File: config.mk
export PLATFORM = sky130hd
export DESIGN_NAME = bmsf_mode_sense
export DESIGN_NICKNAME = d
export VERILOG_FILES = /design/src/verilog/bmsf_mode_sense.v
export VERILOG_INCLUDE_DIRS = /design/src /design/src/shared
export SDC_FILE = /design/constraint.sdc
export NUM_CORES = 1
export LEC_CHECK = 0
export ABC_AREA = 1
export BUFFER_PORTS_ARGS = -buffer_cell sky130_fd_sc_hd__buf_2
export CAP_MARGIN = 10
export CORE_MARGIN = 2
export CORE_UTILIZATION = 29
export CTS_CLUSTER_SIZE = 12
export DETAILED_ROUTE_END_ITERATION = 7
export HOLD_SLACK_MARGIN = 0.12
export SYNTH_ARGS = -nofsm -noshare
export SYNTH_HDL_FRONTEND = slang
export SYNTH_SLANG_ARGS = --single-unit
export TNS_END_PERCENT = 100
File: constraint.sdc
create_clock -name clk_i -period 1.7 [get_ports clk_i]
set_clock_uncertainty 0.05 [all_clocks]
set_input_delay 0.255 -clock clk_i [delete_from_list [all_inputs] [get_ports clk_i]]
set_output_delay 0.255 -clock clk_i [all_outputs]
set_load 0.05 [all_outputs]
File: src/shared/bmsf_defs.vh
// constants for the bus mode sense filter
`ifndef BMSF_DEFS_VH
`define BMSF_DEFS_VH
// ****************************************
// register offsets (byte addresses)
// ****************************************
`define BMSF_OFF_CTRL       8'h00
`define BMSF_OFF_STATUS     8'h04
`define BMSF_OFF_IRQ_STAT   8'h08
`define BMSF_OFF_IRQ_MASK   8'h0C
// ****************************************
// mode encodings
// ****************************************
`define BMSF_MODE_NONE      2'h0
`define BMSF_MODE_SE        2'h1
`define BMSF_MODE_LVD       2'h2
`define BMSF_MODE_HVD       2'h3
// ****************************************
// control fields and reset values
// ****************************************
`define BMSF_CTRL_TERM_EN   0
`define BMSF_CTRL_RST       8'h01
// ****************************************
// irq bits
// ****************************************
`define BMSF_IRQ_ACCEPT     0
`define BMSF_IRQ_CHANGE     1
`define BMSF_IRQ_INDET      2
// ****************************************
// timing
// ****************************************
`define BMSF_CLK_HZ         20000000
`define BMSF_STABLE_MS      100
`define BMSF_STABLE_CYC     ((`BMSF_CLK_HZ / 1000) * `BMSF_STABLE_MS)
`endif

File: src/verilog/bmsf_mode_sense.v
// mode-sense classifier, debounce, driver and terminator mode control
//
// Overview of operation
// tell single-ended, low-voltage and high-voltage differential bus modes apart
// classify by comparator band: low is SE, middle is LOW_VOLTAGE_DIFF_MODE, high is HIGH_VOLTAGE_DIFF_MODE
// the two gaps between bands give no valid mode
// keep every bus driver high impedance for 100 ms after power-on
// then also require the sensed mode stable another 100 ms
// change the operating mode only after 100 ms of continuous new mode
// terminator mode follows the classified bus mode, LOW_VOLTAGE_DIFF_MODE or MULTIMODE_SINGLE_ENDED
// keep sourcing the LOW_VOLTAGE_DIFF_MODE level onto the sense line while sensing it
// terminator ground driver on while single-ended mode is indicated
// in HIGH_VOLTAGE_DIFF_MODE mode all bus signals except the sense line go high impedance
// transceiver ground drivers enabled while powered and sensing SE; the code enables them only once SE is the accepted mode
// 100 ms counter restarts on class change; indeterminate samples ignored
// accepted mode cleared at reset; drivers off until first mode accepted
//
// Local design decisions: the register offsets and register access over Wishbone.
`include "bmsf_defs.vh"
`timescale 1ns/100ps
`default_nettype none
module bmsf_mode_sense #(
   parameter STABLE_CYC = `BMSF_STABLE_CYC
) (
   input  wire        clk_i,
   input  wire        rst_i,
   input  wire        sense_above_lo_i,
   input  wire        sense_at_lvd_lo_i,
   input  wire        sense_above_lvd_hi_i,
   input  wire        sense_at_hvd_lo_i,
   input  wire        wb_cyc_i,
   input  wire        wb_stb_i,
   input  wire        wb_we_i,
   input  wire [7:0]  wb_adr_i,
   input  wire [3:0]  wb_sel_i,
   input  wire [31:0] wb_dat_i,
   output reg  [31:0] wb_dat_o,
   output reg         wb_ack_o,
   output reg         drivers_en_o,
   output reg         single_ended_mode_o,
   output reg         low_voltage_diff_mode_o,
   output reg         high_voltage_diff_mode_o,
   output reg         term_lvd_o,
   output reg         term_multimode_single_ended_o,
   output reg         term_sense_source_o,
   output reg         ground_drv_en_o,
   output reg         irq_o
);
   localparam ST_POWER  = 2'h0;
   localparam ST_SETTLE = 2'h1;
   localparam ST_RUN    = 2'h2;

   // ****************************************
   // band classification
   // ****************************************
   // comparator outputs: above 0,5V, at/above 0,7V, above 1,9V, at/above 2,4V
   function [1:0] bmsf_classify;
      input [3:0] c;
      begin
         case (c)
            4'h0:    bmsf_classify = `BMSF_MODE_SE;
            4'h3:    bmsf_classify = `BMSF_MODE_LVD;
            4'hF:    bmsf_classify = `BMSF_MODE_HVD;
            default: bmsf_classify = `BMSF_MODE_NONE;
         endcase
      end
   endfunction

   // ****************************************
   // pin synchronisers
   // ****************************************
   reg  [3:0]  sync1_r;
   reg  [3:0]  sync2_r;
   reg  [3:0]  sync3_r;
   reg  [3:0]  cmp_r;
   wire [3:0]  cmp_raw;
   assign cmp_raw = {sense_at_hvd_lo_i, sense_above_lvd_hi_i, sense_at_lvd_lo_i, sense_above_lo_i};

   always @(posedge clk_i) begin
      if (rst_i) begin
         sync1_r <= 4'h0;
         sync2_r <= 4'h0;
         sync3_r <= 4'h0;
         cmp_r   <= 4'h0;
      end else begin
         sync1_r <= cmp_raw;
         sync2_r <= sync1_r;
         sync3_r <= sync2_r;
         // a bit counts only once two stages agree, filtering single-cycle races
         cmp_r   <= (sync2_r & sync3_r) | (cmp_r & (sync2_r | sync3_r));
      end
   end

   wire [1:0] sample_class;
   assign sample_class = bmsf_classify(cmp_r);

   // ****************************************
   // debounce and mode acceptance
   // ****************************************
   reg  [1:0]  state_r;
   reg  [31:0] cnt_r;
   reg  [1:0]  cand_r;
   reg  [1:0]  mode_r;
   reg         accept_ev_r;
   reg         change_ev_r;
   reg         indet_ev_r;
   wire        cnt_done;
   assign cnt_done = (cnt_r >= STABLE_CYC - 1);

   always @(posedge clk_i) begin
      if (rst_i) begin
         state_r     <= ST_POWER;
         cnt_r       <= 32'h0;
         cand_r      <= `BMSF_MODE_NONE;
         mode_r      <= `BMSF_MODE_NONE;
         accept_ev_r <= 1'b0;
         change_ev_r <= 1'b0;
         indet_ev_r  <= 1'b0;
      end else begin
         accept_ev_r <= 1'b0;
         change_ev_r <= 1'b0;
         indet_ev_r  <= (sample_class == `BMSF_MODE_NONE) && (cand_r != `BMSF_MODE_NONE);
         case (state_r)
            ST_POWER: begin
               // logic operational interval, mode is not looked at yet
               if (cnt_done) begin
                  cnt_r   <= 32'h0;
                  state_r <= ST_SETTLE;
               end else begin
                  cnt_r <= cnt_r + 32'h1;
               end
            end
            ST_SETTLE, ST_RUN: begin
               // indeterminate samples hold the count and the candidate
               if (sample_class != `BMSF_MODE_NONE) begin
                  if (sample_class != cand_r) begin
                     cand_r <= sample_class;
                     cnt_r  <= 32'h0;
                  end else if (sample_class == mode_r) begin
                     cnt_r <= 32'h0;
                  end else if (cnt_done) begin
                     mode_r  <= cand_r;
                     cnt_r   <= 32'h0;
                     state_r <= ST_RUN;
                     accept_ev_r <= (state_r == ST_SETTLE);
                     change_ev_r <= (state_r == ST_RUN);
                  end else begin
                     cnt_r <= cnt_r + 32'h1;
                  end
               end
            end
            default: begin
               state_r <= ST_POWER;
               cnt_r   <= 32'h0;
            end
         endcase
      end
   end

   // ****************************************
   // wishbone registers
   // ****************************************
   reg  [7:0]  ctrl_r;
   reg  [2:0]  irq_stat_r;
   reg  [2:0]  irq_mask_r;
   wire        wb_req;
   wire        wr_stat;
   wire [2:0]  ev;
   assign wb_req  = wb_cyc_i & wb_stb_i & ~wb_ack_o;
   assign wr_stat = wb_req & wb_we_i & wb_sel_i[0] & (wb_adr_i == `BMSF_OFF_IRQ_STAT);
   assign ev      = {indet_ev_r, change_ev_r, accept_ev_r};

   always @(posedge clk_i) begin
      if (rst_i) begin
         wb_ack_o   <= 1'b0;
         wb_dat_o   <= 32'h0;
         ctrl_r     <= `BMSF_CTRL_RST;
         irq_stat_r <= 3'h0;
         irq_mask_r <= 3'h0;
      end else begin
         wb_ack_o <= wb_req;
         // set wins over write-one-to-clear in the same cycle
         irq_stat_r <= (irq_stat_r & ~(wr_stat ? wb_dat_i[2:0] : 3'h0)) | ev;
         if (wb_req && wb_we_i && wb_sel_i[0]) begin
            if (wb_adr_i == `BMSF_OFF_CTRL)
               ctrl_r <= wb_dat_i[7:0];
            if (wb_adr_i == `BMSF_OFF_IRQ_MASK)
               irq_mask_r <= wb_dat_i[2:0];
         end
         if (wb_req && !wb_we_i) begin
            case (wb_adr_i)
               `BMSF_OFF_CTRL:     wb_dat_o <= {24'h0, ctrl_r};
               `BMSF_OFF_STATUS:   wb_dat_o <= {24'h0, state_r, 2'h0, cand_r, mode_r};
               `BMSF_OFF_IRQ_STAT: wb_dat_o <= {29'h0, irq_stat_r};
               `BMSF_OFF_IRQ_MASK: wb_dat_o <= {29'h0, irq_mask_r};
               default:            wb_dat_o <= 32'h0;
            endcase
         end
      end
   end

   // ****************************************
   // driver, terminator and ground control
   // ****************************************
   wire term_on;
   assign term_on = ctrl_r[`BMSF_CTRL_TERM_EN];

   always @(posedge clk_i) begin
      if (rst_i) begin
         drivers_en_o                  <= 1'b0;
         single_ended_mode_o           <= 1'b0;
         low_voltage_diff_mode_o       <= 1'b0;
         high_voltage_diff_mode_o      <= 1'b0;
         term_lvd_o                    <= 1'b0;
         term_multimode_single_ended_o <= 1'b0;
         term_sense_source_o           <= 1'b0;
         ground_drv_en_o               <= 1'b0;
         irq_o                         <= 1'b0;
      end else begin
         // no mode accepted means still in power-on or settle interval
         drivers_en_o <= (state_r == ST_RUN) &&
                         ((mode_r == `BMSF_MODE_SE) || (mode_r == `BMSF_MODE_LVD));    // see R10
         single_ended_mode_o      <= (mode_r == `BMSF_MODE_SE);
         low_voltage_diff_mode_o  <= (mode_r == `BMSF_MODE_LVD);
         high_voltage_diff_mode_o <= (mode_r == `BMSF_MODE_HVD);
         term_lvd_o                    <= term_on && (mode_r == `BMSF_MODE_LVD);
         term_multimode_single_ended_o <= term_on && (mode_r == `BMSF_MODE_SE);
         // source stays on regardless of the sensed mode
         term_sense_source_o <= term_on;
         // follows the accepted mode, so a short dip to SE does not toggle grounds
         ground_drv_en_o <= (mode_r == `BMSF_MODE_SE);    // see R9
         irq_o <= |(irq_stat_r & irq_mask_r);
      end
   end
endmodule
`default_nettype wire

=== After elaboration in Yosys (flattened, before gate mapping) ===
Cells that the tools add are included.

* Register bits: 112
* Latch bits: 0
* RAM bits: 0
* ROM bits: 0
* Input bits: 53
* Output and inout bits: 42
* Logic and storage cells: 99
* Memories: 0

* $add $sub $neg: 1
* Multiply operators: 0
* Div/mod/pow operators: 0
* Magnitude comparators: 1
* Equal/unequal tests: 17
* Shift operators: 0
* Muxes and demuxes: 14
* Bitwise logic cells: 19
* Reduce and logical (&&, ||, !) cells: 23

{| class="wikitable"
|+ Operators by type and width
! cell !! count
|-
| 32-bit two-way mux || 4
|-
| 32-bit case mux with 2 select lines || 1
|-
| 32-bit by 1-bit adder with 32-bit output, second input constant || 1
|-
| 32-bit by 21-bit >= comparator with 1-bit output, second input constant || 1
|-
| 8-bit case mux with 4 select lines || 1
|-
| 8-bit by 4-bit == test with 1-bit output, second input constant || 2
|-
| 2-bit two-way mux || 5
|-
| 2-bit inequality test, second input constant || 5
|-
| 5-bit AND reduction || 2
|-
| 4-bit bitwise AND || 2
|-
| 8-bit by 3-bit == test with 1-bit output, second input constant || 1
|-
| 8-bit logical NOT || 1
|-
| 4-bit OR || 2
|-
| 1-bit logical AND || 7
|-
| 3-bit bitwise AND || 2
|-
| 2-bit == test, second input constant || 3
|-
| 1-bit NOT || 6
|-
| 2-bit case mux with 3 select lines || 1
|-
| 6-bit OR reduction || 1
|-
| 1-bit bitwise AND || 5
|-
| 2-bit by 1-bit == test with 1-bit output, second input constant || 2
|-
| 4-bit by 2-bit == test with 1-bit output, second input constant || 1
|-
| 4-bit == test, second input constant || 1
|-
| 2-bit logical NOT || 2
|-
| other kinds (14) || 16
|}

=== Longest topological paths before layout ===
* Word-level depth: 9
* Gate-level depth with buffers: 14
* Mapped depth without buffers: 13

=== Worst setup path before layout ===
OpenSTA, ideal clock, no wires.

* Path kind: register to register
* Start: register state_r[1]
* End: register cnt_r[12]
* Library setup time: 0.119 ns
* Data arrival time: 1.504 ns
* Data required time: 1.531 ns
* Slack: 0.028 ns
* Stages on the path, launching flop included: 11
* Buffers on the path: 1
* Clock period less this slack: 1.672 ns
* Path through: dfxtp_1 inv_1 ha_1 inv_1 nor2_4 inv_4 buf_4 nand2_1 a21oi_1 o21ai_0 nor2_2

* Cells in the longest elaborated chain, start to end: 3
* Elaborated cells between the ends (all ways): 6
* Classes of those cells: 3 x eq/ne; 1 x mux; 2 x reduce/logical

{| class="wikitable"
|+ RTL lines
! what !! RTL line !! text
|-
| start, declared || bmsf_mode_sense.v:100 || <nowiki>reg [1:0] state_r;</nowiki>
|-
| start signal, assigned || bmsf_mode_sense.v:112 || <nowiki>state_r <= ST_POWER;</nowiki>
|-
| start signal, assigned || bmsf_mode_sense.v:128 || <nowiki>state_r <= ST_SETTLE;</nowiki>
|-
| start signal, assigned || bmsf_mode_sense.v:144 || <nowiki>state_r <= ST_RUN;</nowiki>
|-
| 2-bit by 1-bit == test with 1-bit output or 2-bit == test (tied branches) || bmsf_mode_sense.v:123 || <nowiki>case (state_r)</nowiki>
|-
| 2-bit OR reduction || bmsf_mode_sense.v:123 ||
|-
| 32-bit case mux with 2 select lines or 2-bit inequality test (tied branches) || - ||
|-
| end signal, assigned || bmsf_mode_sense.v:130 || <nowiki>cnt_r <= cnt_r + 32'h1;</nowiki>
|-
| end signal, assigned || bmsf_mode_sense.v:148 || <nowiki>cnt_r <= cnt_r + 32'h1;</nowiki>
|-
| end, declared || bmsf_mode_sense.v:101 || <nowiki>reg [31:0] cnt_r;</nowiki>
|}

Several ways; a longest one is shown, not always the timed one.
A chain may end at the register's enable or synchronous reset.

=== Worst setup path after layout ===
* Start: register cnt_r[1]
* End: register cnt_r[10]

* Cells in the longest elaborated chain, start to end: 6
* Elaborated cells between the ends (all ways): 7
* Classes of those cells: 1 x add/sub; 1 x order compare; 5 x mux

{| class="wikitable"
|+ RTL lines
! what !! RTL line !! text
|-
| 32-bit by 1-bit adder with 32-bit output or 32-bit by 21-bit >= comparator with 1-bit output (tied branches) || bmsf_mode_sense.v:130, bmsf_mode_sense.v:148, bmsf_mode_sense.v:108 ||
|-
| 32-bit two-way mux * || bmsf_mode_sense.v:126, bmsf_mode_sense.v:141 ||
|-
| 32-bit two-way mux || bmsf_mode_sense.v:139 || <nowiki>end else if (sample_class == mode_r) begin</nowiki>
|-
| 32-bit two-way mux || bmsf_mode_sense.v:136 || <nowiki>if (sample_class != cand_r) begin</nowiki>
|-
| 32-bit two-way mux || bmsf_mode_sense.v:135 || <nowiki>if (sample_class != `BMSF_MODE_NONE) begin</nowiki>
|-
| 32-bit case mux with 2 select lines * || bmsf_mode_sense.v:123 ||
|}

Every way passes the cells marked *; elsewhere a longest branch is shown, timed or not. The select of a mux whose other input is x is not followed.

==> results.sh <==
export IMPL_drv_slew=0
export IMPL_ys_top_cells_by_area="dfxtp_1, nand2_1, nor2_1"
export IMPL_rows=43
export IMPL_ir_drop_v=0.000518
export IMPL_post_dp_cell_area_sq_um=4720
export IMPL_die_h_um=124
export IMPL_syn_area_per_cell_sq_um=7.22
export IMPL_cts_sinks=88
export IMPL_dr_pass1_iters=4
export IMPL_yosys_area_top_type="dfxtp_1"
export IMPL_dr_first_iter_drc_count=189
export IMPL_cp_start_kind="flip-flop"
export IMPL_cts_tree="done"
export IMPL_synth_cell_types=40
export IMPL_synth_area_sq_um=4160
export IMPL_ant_nets=0
export IMPL_p_int_uw=3380
export IMPL_vias=3653
export IMPL_max_stage_delay_ps=340
export IMPL_max_freq_ghz=0.619
export IMPL_ys_seq_elements=88
export IMPL_rsz0062_at_grt="true"
export IMPL_synth_most_common_cell="nand2_1"
export IMPL_grt_ovfl_total=0
export IMPL_finalInstanceArea_sq_um=5280
export IMPL_worstPathRequired_ps=1930
export IMPL_fin_nets=725
export IMPL_power_switching_uw=1140
export IMPL_crit_family="simple AND/OR/NAND/NOR gates"
export IMPL_fill_cells=1457
export IMPL_endpoint_kind="flip-flop"
export IMPL_setup_viol=0
export IMPL_synthFlopType="dfxtp_1"
export IMPL_wl_um=8650
export IMPL_power_share_switching=0.252
export IMPL_layout_drive_gt1_share=0.239
export IMPL_synth_warnings=0
export IMPL_grtUsageTotal=0.123
export IMPL_timing_final_crit_share=0.950
export IMPL_synthCells=576
export IMPL_start_util=0.299
export IMPL_async_flop_share=0
export IMPL_crit_chain="ha_4 > nand2_4 > nor2_4 > nand2_4 > nand2_1 > nand2_1 > nand2_2 > a21oi_4 > nand3_2 > nand2_2 > inv_4 > buf_12 > nor2_1"
export IMPL_vias_per_cell=4.30
export IMPL_antenna_found_initial=0
export IMPL_powerDensity_nw_per_um2=858
export IMPL_arrival_ps=1850
export IMPL_htreeDepth=3
export IMPL_maxCapViolations=0
export IMPL_critPathKind="reg2reg"
export IMPL_grt_max_degree=37
export IMPL_clkTransAtPathRegs_ps=60
export IMPL_ys_seq_area_frac=0.423
export IMPL_io_buffer_count=43
export IMPL_die_area_sq_um=15300
export IMPL_wire_per_inst_um=10.2
export IMPL_combPwrFrac=0.094
export IMPL_crit_fanout=8
export IMPL_synth_edff_count=0
export IMPL_worst_path_max_delay_cell="dfxtp_2"
export IMPL_period_minus_slack_ps=1620
export IMPL_synth_top_area_frac=0.423
export IMPL_grt_pass1_vias=3369
export IMPL_synth_common_cells="nand2_1, dfxtp_1, nor2_1"
export IMPL_core_area_sq_um=13900
export IMPL_n_antenna_cell=0
export IMPL_dp_hpwl_um=6260
export IMPL_root_buffer="clkbuf_16"
export IMPL_drc=0
export IMPL_cts_buffer_depth=2
export IMPL_p_leak_uw=0.00235
export IMPL_die_w_um=124
export IMPL_cts_inserted_buffers=9
export IMPL_crit_buf_inv=2
export IMPL_worstSkewPairLatency_ps=350
export IMPL_power_frac_seq=0.468
export IMPL_clkPwrFrac=0.438
export IMPL_hold_violations=0
export IMPL_status="completed"
export IMPL_final_util=0.379
export IMPL_ios=95
export IMPL_area_growth_syn_to_layout_pct=26.8
export IMPL_grt_pass1_wl_um=15000
export IMPL_gp_congestion=0.824
export IMPL_min_path_type="in2reg"
[power groups by stage]
stage / clock network (uW) / logic (uW) / registers, uW
final: 1980 / 425 / 2120
after global routing: 2140 / 468 / 2120
after CTS: 2050 / 408 / 2110
after detailed placement: 0 / 389 / 2160
after global placement: 0 / 389 / 2150
after floorplan: 0 / 302 / 2160
[layout make-up]
cell class / instances / area (sq um) / area share
timing repair buffer: 94 / 649 / 0.123
tap: 180 / 225 / 0.0427
clock buffer: 10 / 229 / 0.0434
sequential: 88 / 1770 / 0.336
clock inverter: 6 / 67.6 / 0.0128
inverter: 80 / 305 / 0.0579
multi-input combinational: 391 / 2030 / 0.384
[cells by family (layout without fill, tap and decap cells)]
kind of cell	count (synthesis)	after routing	share of synthesized area
buf+inv	120	190	0.135
flops	88	88	0.423
other cells	1	24	0.000901
simple gates	275	275	0.305
xor+xnor	4	4	0.00842
compound gates	80	80	0.103
fa+ha+maj	8	8	0.0241
[registers in the layout, indices dropped and copies added, names as in the netlist, 2 cells and up]
register and flops:
cnt_r 32, irq_mask_r 3, sync3_r 4, mode_r 2, sync1_r 4, state_r 2, sync2_r 4, cmp_r 4
ctrl_r 8, wb_dat_o 8, cand_r 2, irq_stat_r 3
[stage by stage]
step	hold slack (ps)	total power [uW]	setup WS, ps	TNS [ps]	cells
finish	157	4520	84.7	0	849
global route	176	4720	-24.5	-237	849
CTS	138	4570	2.17	0	846
detailed placement	346	2540	-51.3	-327	817
global placement	343	2540	-23.1	-126	817
floorplan	312	2460	27.9	0	599
[final timing paths]
path | depth (start not counted) | start | endpoint | slack, ps
min | 3 | wb_dat_i[1] | irq_mask_r[1] | 160
max | 13 | cnt_r[1] | cnt_r[10] | 80
max reg2reg | 13 | cnt_r[1] | cnt_r[10] | 80
min reg2reg | 2 | sync1_r[2] | sync2_r[2] | 350
[layer usage]
metal / global-route usage / share of wire
met5: 0 / 0
met4: 0.0639 / 0.025
met3: 0.0224 / 0.041
met2: 0.195 / 0.44
met1: 0.159 / 0.50
[tightest hold or removal path, delay by kind of cell]
| family | cells | cell delay [ps] |
|---|---|---|
| AO/OA/AOI/OAI | 1 | 120 |
| buffers and inverters | 2 | 130 |
[cell usage in the layout (no fill, tap or decap), drive strengths merged, types with 3 or more instances in the layout]
cell type | netlist | layout
dfxtp | 88 | 88
xor2 | 3 | 3
dlygate4sd3 | 0 | 9
clkbuf | 7 | 10
o21ai | 36 | 36
inv | 80 | 82
conb | 1 | 24
nand2 | 103 | 103
nor3 | 16 | 16
nor2 | 93 | 93
ha | 8 | 8
nand4 | 13 | 13
or2 | 4 | 4
nand3 | 40 | 40
a21oi | 35 | 35
buf | 33 | 85
[what timing repair did]
item                                    4_1_cts  5_1_grt
endpoints found under the setup margin       22       34
pin swaps                                     1       10
hold buffers                                  9        0
gates resized for setup                       5       33
hold endpoints to repair                     10        0
setup buffers                                 4        3
Power figures use the tool's default switching activity.
